File: src/pkg/mbo_pkg.sv
package mbo_pkg;
    // operation codes presented by the pipeline
    typedef enum logic [2:0] {
        MBO_OP_NONE,
        MBO_OP_ACCESS,
        MBO_OP_ORDER,
        MBO_OP_COMPLETE,
        MBO_OP_FLUSH
    } mbo_op_t;

    localparam int MBO_ADDR_W = 32;
    localparam int MBO_DATA_W = 32;
    localparam int MBO_WORDS_W = 4;
    localparam int MBO_OUT_W = 4;
    localparam logic [MBO_ADDR_W-1:0] MBO_WORD_STEP = 32'h0000_0004;
    localparam logic [MBO_WORDS_W-1:0] MBO_ONE_WORD = 4'h1;
    localparam logic [MBO_OUT_W-1:0] MBO_OUT_ONE = 4'h1;
    localparam logic [MBO_OUT_W-1:0] MBO_OUT_ZERO = 4'h0;

    // one instruction handed over by the pipeline
    typedef struct packed {
        mbo_op_t op;
        logic write;
        logic [MBO_ADDR_W-1:0] base;
        logic [MBO_WORDS_W-1:0] words;
        logic descending;
        logic free_order;
        logic ctx_alter;
        logic [MBO_DATA_W-1:0] wdata;
    } mbo_req_t;

    // one word access toward the memory system
    typedef struct packed {
        logic valid;
        logic write;
        logic [MBO_ADDR_W-1:0] addr;
        logic [MBO_DATA_W-1:0] wdata;
        logic ctx_alter;
    } mbo_mem_t;
endpackage

File: src/logic/mbo_unit.sv
`timescale 1ns/1ps
// Overview of operation
// - each word of a multi-word transfer is issued as its own access.
// - accesses of different instructions issue strictly in program order.
// - block transfers without program counter go lowest address first.
// - block load including program counter may use any order.
// - doubleword load or store words may issue in either order.
// - data barriers touch only explicit accesses, never instruction fetch.
// - every barrier is system-wide whatever its domain or type argument.
// - accesses before a data order barrier are seen before later ones.
// - same peripheral sees earlier accesses before later ones across barrier.
// - data order barrier does not stall non-memory instructions.
// - completion barrier gives all the guarantees of the order barrier.
// - completion barrier waits until all earlier accesses are complete.
// - completion barrier waits for context-altering control space writes.
// - instructions after completion barrier held until barrier completes.
// - flush barrier flushes pipeline; later instructions refetched afterwards.
// - branches after flush barrier predicted with the new context.
// - context changes after flush barrier wait until it has executed.
// - prefetch depth and predicted path are free implementation choices.
// - stale prefetched copies may execute unless a flush barrier intervenes.
// - control space context writes take effect when the access completes; the code applies them on the ack that leaves nothing outstanding or queued.
module mbo_unit
    import mbo_pkg::*;
#(
    parameter int OUT_MAX = 8
) (
    input wire logic clock_in,
    input wire logic nrst_in,
    input wire mbo_req_t req_in,
    input wire logic req_valid_in,
    output logic req_ready_out,
    output mbo_mem_t mem_out,
    input wire logic mem_ready_in,
    input wire logic mem_ack_in,
    output logic exec_hold_out,
    output logic flush_out,
    output logic ctx_apply_out,
    output logic predict_ctx_new_out,
    output logic idle_out
);
    typedef enum logic [1:0] {
        MBO_IDLE,
        MBO_ISSUE,
        MBO_DRAIN,
        MBO_FLUSHING
    } mbo_state_t;

    typedef struct packed {
        mbo_state_t state;
        mbo_req_t cur;
        logic [MBO_WORDS_W-1:0] left;
        logic [MBO_ADDR_W-1:0] addr;
        logic [MBO_OUT_W-1:0] outstanding;
        logic ctx_pending;
        logic drain_full;
        logic req_ready;
        mbo_mem_t mem;
        logic exec_hold;
        logic flush;
        logic ctx_apply;
        logic predict_new;
        logic idle;
    } mbo_regs_t;

    mbo_regs_t r;
    mbo_regs_t next_r;
    logic issue_fire;
    logic take;

    assign issue_fire = r.mem.valid && mem_ready_in;
    assign take = r.req_ready && req_valid_in;

    // one combinational image of all state
    always_comb begin
        next_r = r;
        next_r.flush = 1'b0;
        next_r.ctx_apply = 1'b0;
        // prediction context flag follows the flush pulse by one cycle
        next_r.predict_new = r.flush;
        // outstanding counts accepted but unacknowledged accesses
        case ({issue_fire, mem_ack_in && (r.outstanding != MBO_OUT_ZERO)})
            2'b10: next_r.outstanding = r.outstanding + MBO_OUT_ONE;
            2'b01: next_r.outstanding = r.outstanding - MBO_OUT_ONE;
            default: next_r.outstanding = r.outstanding;
        endcase
        if (issue_fire) begin
            next_r.mem.valid = 1'b0;
        end
        // context write takes effect on the ack that leaves nothing outstanding or queued; acks return in
        // order, so that ack is the context word's own only if no later word was issued behind it
        if (mem_ack_in && r.ctx_pending && r.outstanding == MBO_OUT_ONE && !r.mem.valid &&
            !(r.state == MBO_ISSUE && r.left != '0)) begin
            next_r.ctx_apply = 1'b1;
            next_r.ctx_pending = 1'b0;
        end
        case (r.state)
            MBO_IDLE: begin
                if (take) begin
                    next_r.cur = req_in;
                    next_r.req_ready = 1'b0;
                    next_r.idle = 1'b0;
                    // barriers ignore domain/type arguments: always full system
                    case (req_in.op)
                        MBO_OP_ACCESS: begin
                            next_r.state = MBO_ISSUE;
                            next_r.left = req_in.words;
                            // lowest word first; descending lists start at bottom
                            next_r.addr = req_in.descending ?
                                req_in.base - MBO_WORD_STEP *
                                MBO_ADDR_W'(req_in.words) : req_in.base;
                        end
                        MBO_OP_ORDER: begin
                            // only memory issue waits; other instructions run
                            next_r.state = MBO_DRAIN;
                            next_r.drain_full = 1'b0;
                        end
                        MBO_OP_COMPLETE: begin
                            next_r.state = MBO_DRAIN;
                            next_r.drain_full = 1'b1;
                            next_r.exec_hold = 1'b1;
                        end
                        MBO_OP_FLUSH: begin
                            next_r.state = MBO_FLUSHING;
                            next_r.exec_hold = 1'b1;
                        end
                        default: begin
                            next_r.req_ready = 1'b1;
                            next_r.idle = 1'b1;
                        end
                    endcase
                end
            end
            MBO_ISSUE: begin
                // a new word is offered only once the previous one was taken
                // and only while the outstanding count leaves room for it
                if (!r.mem.valid || issue_fire) begin
                    if (r.left == '0) begin
                        // ascending order also serves the free-order cases
                        next_r.state = MBO_IDLE;
                        next_r.req_ready = 1'b1;
                    end else if (next_r.outstanding < MBO_OUT_W'(OUT_MAX)) begin
                        next_r.mem.valid = 1'b1;
                        next_r.mem.write = r.cur.write;
                        next_r.mem.wdata = r.cur.wdata;
                        next_r.mem.ctx_alter = r.cur.ctx_alter && r.cur.write;
                        next_r.mem.addr = r.addr;
                        next_r.addr = r.addr + MBO_WORD_STEP;
                        next_r.left = r.left - MBO_ONE_WORD;
                        if (r.cur.ctx_alter && r.cur.write) begin
                            next_r.ctx_pending = 1'b1;
                        end
                    end
                end
            end
            MBO_DRAIN: begin
                // instruction fetch is not counted here, only data accesses
                if (next_r.outstanding == MBO_OUT_ZERO && !r.mem.valid &&
                    !next_r.ctx_pending) begin
                    next_r.state = MBO_IDLE;
                    next_r.req_ready = 1'b1;
                    next_r.exec_hold = 1'b0;
                    next_r.idle = 1'b1;
                end
            end
            MBO_FLUSHING: begin
                // flush after earlier context is applied; prefetch policy free
                if (!r.ctx_pending) begin
                    next_r.flush = 1'b1;
                    next_r.exec_hold = 1'b0;
                    next_r.state = MBO_IDLE;
                    next_r.req_ready = 1'b1;
                    next_r.idle = 1'b1;
                end
            end
            default: next_r.state = MBO_IDLE;
        endcase
        if (r.state == MBO_ISSUE && next_r.state == MBO_IDLE) begin
            next_r.idle = (next_r.outstanding == MBO_OUT_ZERO);
        end else if (r.state == MBO_IDLE && !take) begin
            next_r.idle = (next_r.outstanding == MBO_OUT_ZERO);
        end
    end

    // state register: the whole struct moves in one step
    always_ff @(posedge clock_in or negedge nrst_in) begin
        if (!nrst_in) begin
            r <= '0;
            r.req_ready <= 1'b1;
            r.idle <= 1'b1;
        end else begin
            r <= next_r;
        end
    end

    assign req_ready_out = r.req_ready;
    assign mem_out = r.mem;
    assign exec_hold_out = r.exec_hold;
    assign flush_out = r.flush;
    assign ctx_apply_out = r.ctx_apply;
    assign predict_ctx_new_out = r.predict_new;
    assign idle_out = r.idle;

    property p_complete_hold;
        @(posedge clock_in) disable iff (!nrst_in)
        (take && req_in.op == MBO_OP_COMPLETE) |=> exec_hold_out;
    endproperty
    a_complete_hold: assert property (p_complete_hold) else $error("hold missing");

    property p_drain_done;
        @(posedge clock_in) disable iff (!nrst_in)
        (r.state == MBO_DRAIN && $past(r.state) == MBO_DRAIN) |-> !r.mem.valid;
    endproperty
    a_drain_done: assert property (p_drain_done) else $error("issue in drain");

    property p_release_empty;
        @(posedge clock_in) disable iff (!nrst_in)
        ($past(r.state) == MBO_DRAIN && r.state == MBO_IDLE) |-> r.outstanding == '0;
    endproperty
    a_release_empty: assert property (p_release_empty) else $error("early release");

    property p_ascending;
        @(posedge clock_in) disable iff (!nrst_in)
        (issue_fire && r.left != '0 && r.state == MBO_ISSUE) |=>
            (mem_out.valid |-> mem_out.addr == $past(mem_out.addr) + MBO_WORD_STEP);
    endproperty
    a_ascending: assert property (p_ascending) else $error("word order");

    property p_flush_pulse;
        @(posedge clock_in) disable iff (!nrst_in)
        flush_out |=> !flush_out ##0 predict_ctx_new_out;
    endproperty
    a_flush_pulse: assert property (p_flush_pulse) else $error("flush shape");

    property p_flush_ctx;
        @(posedge clock_in) disable iff (!nrst_in)
        flush_out |-> !r.ctx_pending;
    endproperty
    a_flush_ctx: assert property (p_flush_ctx) else $error("flush before ctx");

    property p_order_nohold;
        @(posedge clock_in) disable iff (!nrst_in)
        (take && req_in.op == MBO_OP_ORDER && !exec_hold_out) |=> !exec_hold_out;
    endproperty
    a_order_nohold: assert property (p_order_nohold) else $error("order stalls");

    property p_single_word;
        @(posedge clock_in) disable iff (!nrst_in)
        (r.state == MBO_ISSUE && mem_out.valid && !mem_ready_in) |=>
            $stable(mem_out.addr);
    endproperty
    a_single_word: assert property (p_single_word) else $error("word dropped");

    // issue bound, serialisation and idle/ready checks
    property p_out_cap;
        @(posedge clock_in) disable iff (!nrst_in)
        r.outstanding <= MBO_OUT_W'(OUT_MAX);
    endproperty
    a_out_cap: assert property (p_out_cap) else $error("outstanding over cap");

    property p_rose_issue;
        @(posedge clock_in) disable iff (!nrst_in)
        $rose(mem_out.valid) |-> r.state == MBO_ISSUE;
    endproperty
    a_rose_issue: assert property (p_rose_issue) else $error("word outside issue");

    property p_idle_ready;
        @(posedge clock_in) disable iff (!nrst_in)
        idle_out |-> req_ready_out;
    endproperty
    a_idle_ready: assert property (p_idle_ready) else $error("idle but not ready");

    // barrier hold and context checks
    property p_hold_drain;
        @(posedge clock_in) disable iff (!nrst_in)
        (r.state == MBO_DRAIN && r.cur.op == MBO_OP_COMPLETE) |-> exec_hold_out;
    endproperty
    a_hold_drain: assert property (p_hold_drain) else $error("hold dropped early");

    property p_flush_hold;
        @(posedge clock_in) disable iff (!nrst_in)
        (r.state == MBO_FLUSHING) |-> exec_hold_out;
    endproperty
    a_flush_hold: assert property (p_flush_hold) else $error("flush without hold");

    property p_idle_free;
        @(posedge clock_in) disable iff (!nrst_in)
        (r.state == MBO_IDLE) |-> !exec_hold_out;
    endproperty
    a_idle_free: assert property (p_idle_free) else $error("hold left in idle");

    property p_ctx_src;
        @(posedge clock_in) disable iff (!nrst_in)
        ctx_apply_out |-> $past(r.ctx_pending);
    endproperty
    a_ctx_src: assert property (p_ctx_src) else $error("context without write");

    property p_predict_src;
        @(posedge clock_in) disable iff (!nrst_in)
        predict_ctx_new_out |-> $past(flush_out);
    endproperty
    a_predict_src: assert property (p_predict_src) else $error("predict without flush");
endmodule

File: config.mk
export PLATFORM = sky130hd
export DESIGN_NAME = mbo_unit
export DESIGN_NICKNAME = d
export VERILOG_FILES = /design/src/pkg/mbo_pkg.sv /design/src/logic/mbo_unit.sv
export SDC_FILE = /design/constraint.sdc
export NUM_CORES = 1
export LEC_CHECK = 0
export BUFFER_PORTS_ARGS = -buffer_cell sky130_fd_sc_hd__buf_2
export CAP_MARGIN = 20
export CORE_AREA = 5 5 94 162
export CTS_CLUSTER_SIZE = 20
export DETAILED_ROUTE_END_ITERATION = 8
export DIE_AREA = 0 0 99 167
export PLACE_DENSITY_LB_ADDON = 0.2
export SLEW_MARGIN = 20
export SYNTH_ARGS = -nofsm -noshare
export SYNTH_HDL_FRONTEND = slang
export SYNTH_SLANG_ARGS = --single-unit
File: constraint.sdc
create_clock -name clock_in -period 6.71 [get_ports clock_in]
set_clock_uncertainty 0.1 [all_clocks]
set_input_delay 0.3355 -clock clock_in [delete_from_list [all_inputs] [get_ports clock_in]]
set_output_delay 0.3355 -clock clock_in [all_outputs]
set_load 0.05 [all_outputs]
==> flow_summary.json, run 1 <==
{
  "nFillCells": 1073,
  "chipHeight_um": 167,
  "cts.path.max_buffers": 2,
  "max_freq_mhz": 238.0,
  "initial_core_util_pct": 59.07,
  "row_count": 57,
  "worstPathArrival_ps": 4400,
  "hold_viol": 0,
  "irDropWorstVdd_uv": 374.2,
  "drcViolationCount": 0,
  "placedInstanceArea_um2": 8523,
  "grt_max_degree": 88,
  "die_w_um": 99,
  "yosysUniqueCellTypes": 71,
  "total_power_w": 0.004666,
  "cp_max_fo": 69,
  "critPathLaunchType": "flop",
  "final_layout_size_suffix_gt1_share_pct": 30.60,
  "synth_area_um2": 8130,
  "cts_resized": 0,
  "numCtsBuffers": 17,
  "drv_cap": 0,
  "cts.htree.levels": 4,
  "grt_pass1_wl_mm": 33.34,
  "drt_iter0_drc": 270,
  "clock_sinks": 150,
  "yosysWarnings": 0,
  "use_met1_pct": 28.79,
  "drt_wl_total_mm": 20.14,
  "netlist_instances": 833,
  "synth_edf_count": 0,
  "leakage_nw": 4.492,
  "hpwl_mm": 14.21,
  "clockRootBuffer": "clkbuf_16",
  "path_class": "flop to flop",
  "cts.reportedPaths.clkPinSlew_ps": 70,
  "clk_latency_ps": 420,
  "grt_pass1_vias": 6619,
  "gr-usage-met3_pct": 5.693,
  "wire_per_inst_um": 18.23,
  "fin_crit_sh_pct": 62.62,
  "grt-busiest-layer": "met2",
  "syn2layout_area_growth_pct": 14.48,
  "yosysSeqAreaShare_pct": 46.20,
  "power.density_nw_per_um2": 501.3,
  "fp.coreArea_um2": 13760,
  "outcome": "finished clean",
  "rsz0062_at_grt": "no",
  "final_max_slew_viol_count": 0,
  "antenna_found_initial": 0,
  "ys_ff_latch": 150,
  "post_cts_buffers": 0,
  "relSlewSlack_pct": 31.83,
  "vias": 6467,
  "via_per_inst": 5.852,
  "antenna_cells": 0,
  "syn_nets": 925,
  "gr-total-overflow": 0,
  "use_met2_pct": 43.62,
  "final_cell_area_um2": 9308,
  "min_path_type": "input port to flop",
  "postLayoutCoreUtil_pct": 67.62,
  "grt_use_total_pct": 24.79,
  "num_io_pins": 153,
  "firstDrtPassIters": 5,
  "worst_slew_pin_slew_ps": 1023,
  "port_buffers": 151,
  "min_period_ps": 4202,
  "tns_ps": 0,
  "synthFlopType": "dfrtp_1",
  "cts_tree": "yes",
  "async_reset_ff_share_pct": 100.0,
  "dieArea_um2": 16530,
  "gp_congestion": 0.9245,
  "fin_hold_ws_ps": 11.65,
  "setup_viol": 0,
  "required_ps": 6910,
  "critPathCaptureType": "flop",
  "synth.avg_cell_area_um2": 9.760,
  "fin_nets": 1007,
  "ant_nets": 0
}
==> worst max-delay path, cell delays in order (launching register included) <==
cell	delay (ps)
dfrtp_1	470
inv_1	110
ha_1	190
nand2_1	50
and2_1	160
ha_1	460
nor2_1	100
mux2_2	280
a221oi_2	590
nand3_4	900
mux2_2	600
==> what timing repair did <==
item                                   in CTS  in global routing
endpoints found under the hold margin      95                  0
hold buffers                               10                  0
setup endpoints to repair                   0                  0
==> final cells by class <==
class / instances / area, µm² / area share [%]
clock inverter: 15 / 250.2 / 2.689
tap: 177 / 221.5 / 2.379
multi-input combinational: 555 / 3642 / 39.13
clock buffer: 17 / 425.4 / 4.571
timing repair buffer: 171 / 937.1 / 10.07
inverter: 20 / 75.07 / 0.8066
sequential: 150 / 3756 / 40.35
==> cell usage in the layout (no fill, tap or decap), types with 5 or more instances in the layout <==
cell type,instances
a21oi_1,28
nor4_1,10
dfrtp_1,148
a31oi_1,10
or3_1,9
o21ai_1,6
bufinv_16,5
inv_6,5
mux2_2,69
o22ai_1,6
nor3_1,17
mux2i_1,6
xor2_1,12
clkbuf_16,17
xnor2_1,12
dlygate4sd3_1,10
ha_1,11
nand2b_1,8
a22oi_1,5
and3_1,6
buf_4,10
inv_8,5
nand3_1,16
buf_2,150
nand4_1,8
inv_1,20
o32a_1,5
nor2_1,42
nand2_1,144
o21ai_0,43
and2_1,5
==> power by group <==
| group | internal, W | leakage [nW] | total [W] | switching, W |
|---|---|---|---|---|
| Combinational | 0.000645 | 2.24 | 0.00195 | 0.00131 |
| Sequential | 0.00130 | 1.92 | 0.00162 | 0.000318 |
| Clock | 0.000680 | 0.333 | 0.00110 | 0.000419 |
| Total | 0.00262 | 4.49 | 0.00467 | 0.00204 |
==> path summary, 6_finish.rpt <==
path | depth (start not counted) | from | endpoint | slack (ps)
worst max register to register | 10 | r[75]$_DFF_PN0_ | mem_out[47]$_DFFE_PN0P_ | 2510
worst min register to register | 0 | flush_out$_DFF_PN0_ | predict_ctx_new_out$_DFF_PN0_ | 300
min in group asynchronous | 2 | nrst_in | mem_out[43]$_DFFE_PN0P_ | 450
worst max-delay path | 10 | r[75]$_DFF_PN0_ | mem_out[47]$_DFFE_PN0P_ | 2510
worst min-delay path | 3 | req_in[4] | r[119]$_DFFE_PN0P_ | 10
max in group asynchronous | 3 | nrst_in | mem_out[66]$_DFF_PN0_ | 4750
==> metal layers <==
metal | vias up | wire [µm]
met5 | - | 0
met2 | 259 | 10650
li1 | 3021 | -
met1 | 3149 | 7578
met4 | 0 | 560
met3 | 38 | 1350
==> logic make-up after synthesis <==
| kind of cell | share of synthesized area [%] |
|---|---|
| and+or+nand+nor | 18.25 |
| DFF | 46.20 |
| AOI/OAI and AO/OA | 11.33 |
| buffers and inverters | 9.403 |
| muxes | 10.30 |
| xor gates and xnor gates | 2.585 |
| adders and majority gates | 1.939 |
==> flip-flops by register name (all words and copies together) (netlist names) <==
| signal | count |
|---|---|
| r | 77 |
| flush_out | 1 |
| req_ready_out | 1 |
| idle_out | 1 |
| exec_hold_out | 1 |
| ctx_apply_out | 1 |
| predict_ctx_new_out | 1 |
| mem_out | 67 |
==> through the flow <==
stage	setup slack (ps)	cells
finish	2508	1105
global route	2146	1105
CTS	2485	1105
detailed placement	2503	1063
global placement	2586	1063
floorplan	3658	833
==> cells in the mapped netlist, types with 4 or more instances <==
cell	count	area (µm²)
o31ai_1	4	30.03
ha_1	11	137.6
a21oi_1	28	140.1
nand2_1	144	540.5
nor3_1	18	90.09
o22ai_1	6	37.54
a31oi_1	11	68.82
buf_1	6	22.52
xnor2_1	12	105.1
and2_1	5	31.28
nand4_1	8	50.05
xor2_1	12	105.1
nor2b_1	4	25.02
dfrtp_1	148	3704
buf_2	8	40.04
a22oi_1	5	37.54
o21ai_0	43	215.2
or3_1	9	56.30
nor2_1	42	157.7
nand3_1	17	85.08
nand2b_1	8	50.05
and3_1	6	37.54
a22o_1	4	35.03
o32a_1	5	50.05
buf_4	67	503.0
mux2i_1	6	60.06
inv_1	20	75.07
clkbuf_1	24	90.09
mux2_2	69	777.0
nor4_1	10	62.56
o21ai_1	6	30.03
or4_1	4	30.03
(Power assumes the default switching activity.)
==> run 2: changes to the inputs <==
CORE_AREA = 5 5 98 168   (was 5 5 94 162)
DIE_AREA = 0 0 103 173   (was 0 0 99 167)
clock period = 4 ns   (was 6.71 ns; I/O delays follow)
==> flow_summary.json, run 2 (synthesis results as in run 1) <==
{
  "clk_latency_ps": 420,
  "tns_ps": 0,
  "min_path_type": "input port to flop",
  "final_layout_size_suffix_gt1_share_pct": 30.22,
  "drt_iter0_drc": 240,
  "clockRootBuffer": "clkbuf_16",
  "hpwl_mm": 13.82,
  "path_class": "flop to flop",
  "grt_max_degree": 109,
  "num_io_pins": 153,
  "numCtsBuffers": 17,
  "cp_max_fo": 11,
  "via_per_inst": 5.625,
  "hold_viol": 0,
  "relSlewSlack_pct": 50.14,
  "rsz0062_at_grt": "no",
  "antenna_found_initial": 0,
  "required_ps": 4220,
  "drcViolationCount": 0,
  "hp-start": "mem_ack_in",
  "crit_slowest_cell": "dfrtp_1",
  "max_stage_delay_ps": 460,
  "largest_reg_flops": 77,
  "holdPathEnd": "ctx_apply_out$_DFF_PN0_",
  "post_cts_buffers": 0,
  "drt_wl_total_mm": 20.02,
  "clock_sinks": 150,
  "critPathMostFrequentCell": "ha_1",
  "port_buffers": 151,
  "outcome": "finished clean",
  "firstDrtPassIters": 4,
  "syn2layout_area_growth_pct": 17.94,
  "drv_cap": 0,
  "final_cell_mix": "buf_2, dfrtp_1, nand2_1",
  "fp.coreArea_um2": 14910,
  "vias": 6446,
  "initial_core_util_pct": 54.52,
  "antenna_cells": 0,
  "crit_chain": "inv_1, ha_1, nand2_1, and2_1, ha_1, nor2_1, mux2_2, a221oi_2, a41oi_1, a311o_1, o31ai_1",
  "final_max_slew_viol_count": 0,
  "chipHeight_um": 173,
  "worstPathArrival_ps": 3640,
  "stdcell_count": 1146,
  "placedCellCount": 1075,
  "grt_use_total_pct": 23.10,
  "top_register": "r",
  "critPathCaptureType": "flop",
  "power.density_nw_per_um2": 795.6,
  "worst_slew_pin_slew_ps": 747.9,
  "fin_crit_sh_pct": 85.50,
  "ant_nets": 0,
  "hold_depth": 3,
  "die_w_um": 103,
  "critPathLaunchType": "flop",
  "setup_viol": 0,
  "grt_pass1_wl_mm": 33.15,
  "gp_congestion": 0.9222,
  "row_count": 59,
  "r2r-start": "r[75]$_DFF_PN0_",
  "cts.path.max_buffers": 2,
  "max_freq_mhz": 292.4,
  "leakage_nw": 4.597,
  "wire_per_inst_um": 17.47,
  "gr-total-overflow": 0,
  "final_common_cell": "buf_2",
  "grt_pass1_vias": 6783,
  "cts_tree": "yes",
  "fin_nets": 1042,
  "rrSetupSlack_ps": 580,
  "dieArea_um2": 17820,
  "cts.reportedPaths.clkPinSlew_ps": 70,
  "cts.htree.levels": 4,
  "min_period_ps": 3420,
  "reg2regPathDepth": 11,
  "timing.rr.end": "idle_out$_DFFE_PN1P_",
  "irDropWorstVdd_uv": 677.6
}
-- run 2: cell count changes in the layout (fill, tap and decap cells not counted), sizes merged --
| cell | delta |
|---|---|
| buf | +7 |
| bufinv | -3 |
| clkbuf | +1 |
| clkinv | +6 |
| clkinvlp | +1 |
| dlygate4sd3 | +28 |
| inv | -5 |
-- run 2: repair_timing --
action / 4_1_cts / 5_1_grt
endpoints found under the hold margin: 141 / 0
hold buffers: 38 / 0
resized for setup: 0 / 0
endpoints found under the setup margin: 0 / 0
-- run 2: worst max-delay path by stage --
stage,cells past startpoint,to,start
3_3_place_gp,12,mem_out[2]$_DFFE_PN0P_,r[75]$_DFF_PN0_
5_1_grt,13,r[100]$_DFFE_PN0P_,r[75]$_DFF_PN0_
2_1_floorplan,12,idle_out$_DFFE_PN1P_,r[75]$_DFF_PN0_
3_5_place_dp,11,idle_out$_DFFE_PN1P_,r[75]$_DFF_PN0_
6_report,11,idle_out$_DFFE_PN1P_,r[75]$_DFF_PN0_
4_1_cts,12,mem_out[32]$_DFFE_PN0P_,r[75]$_DFF_PN0_
-- run 2: through the flow --
| stage | instance area [µm²] | util [%] | hold WS [ps] | setup slack [ps] | total power [W] |
|---|---|---|---|---|---|
| after floorplan | 8130 | - | -195.6 | 947.7 | 0.005472 |
| after global placement | 8576 | 57.51 | 253.2 | 642.9 | 0.005912 |
| after detailed placement | 8576 | 57.51 | 259.5 | 586.9 | 0.005988 |
| after CTS | 9562 | 64.12 | 12.38 | 573.2 | 0.007690 |
| after global routing | 9589 | 64.31 | 20.86 | 339.9 | 0.008131 |
| final | 9589 | 64.31 | 19.10 | 580.2 | 0.007630 |
-- run 2: final cells by class --
class | instances | area [µm²]
sequential | 150 | 3756
clock inverter | 14 | 166.4
multi-input combinational | 555 | 3633
tap | 183 | 229.0
inverter | 20 | 75.07
fill | 1242 | 5323
timing repair buffer | 206 | 1290
clock buffer | 18 | 439.2
-- run 2: per-layer routing --
layer	GRT usage, %	part of all wire, %	vias up
met5	0	0	-
met4	8.914	2.2	0
met3	4.516	6.2	31
met2	39.95	52	197
met1	27.65	39	3117
li1	-	-	3101
-- run 2: where the power goes --
| group | leakage, nW | switching [W] | internal, W |
|---|---|---|---|
| logic | 2.38 | 0.00218 | 0.00111 |
| registers | 1.92 | 0.000521 | 0.00218 |
| clock network | 0.298 | 0.000685 | 0.000956 |
| total | 4.60 | 0.00339 | 0.00424 |
-- run 2: worst max-delay path, delay by kind of cell, from the launching register on --
family	cells	cell delay, ps
AO/OA/AOI/OAI	4	1400
adder cells (fa/ha/maj)	2	660
buffers and inverters	1	100
flip-flops	1	460
multiplexers	1	280
AND/OR/NAND/NOR	3	310
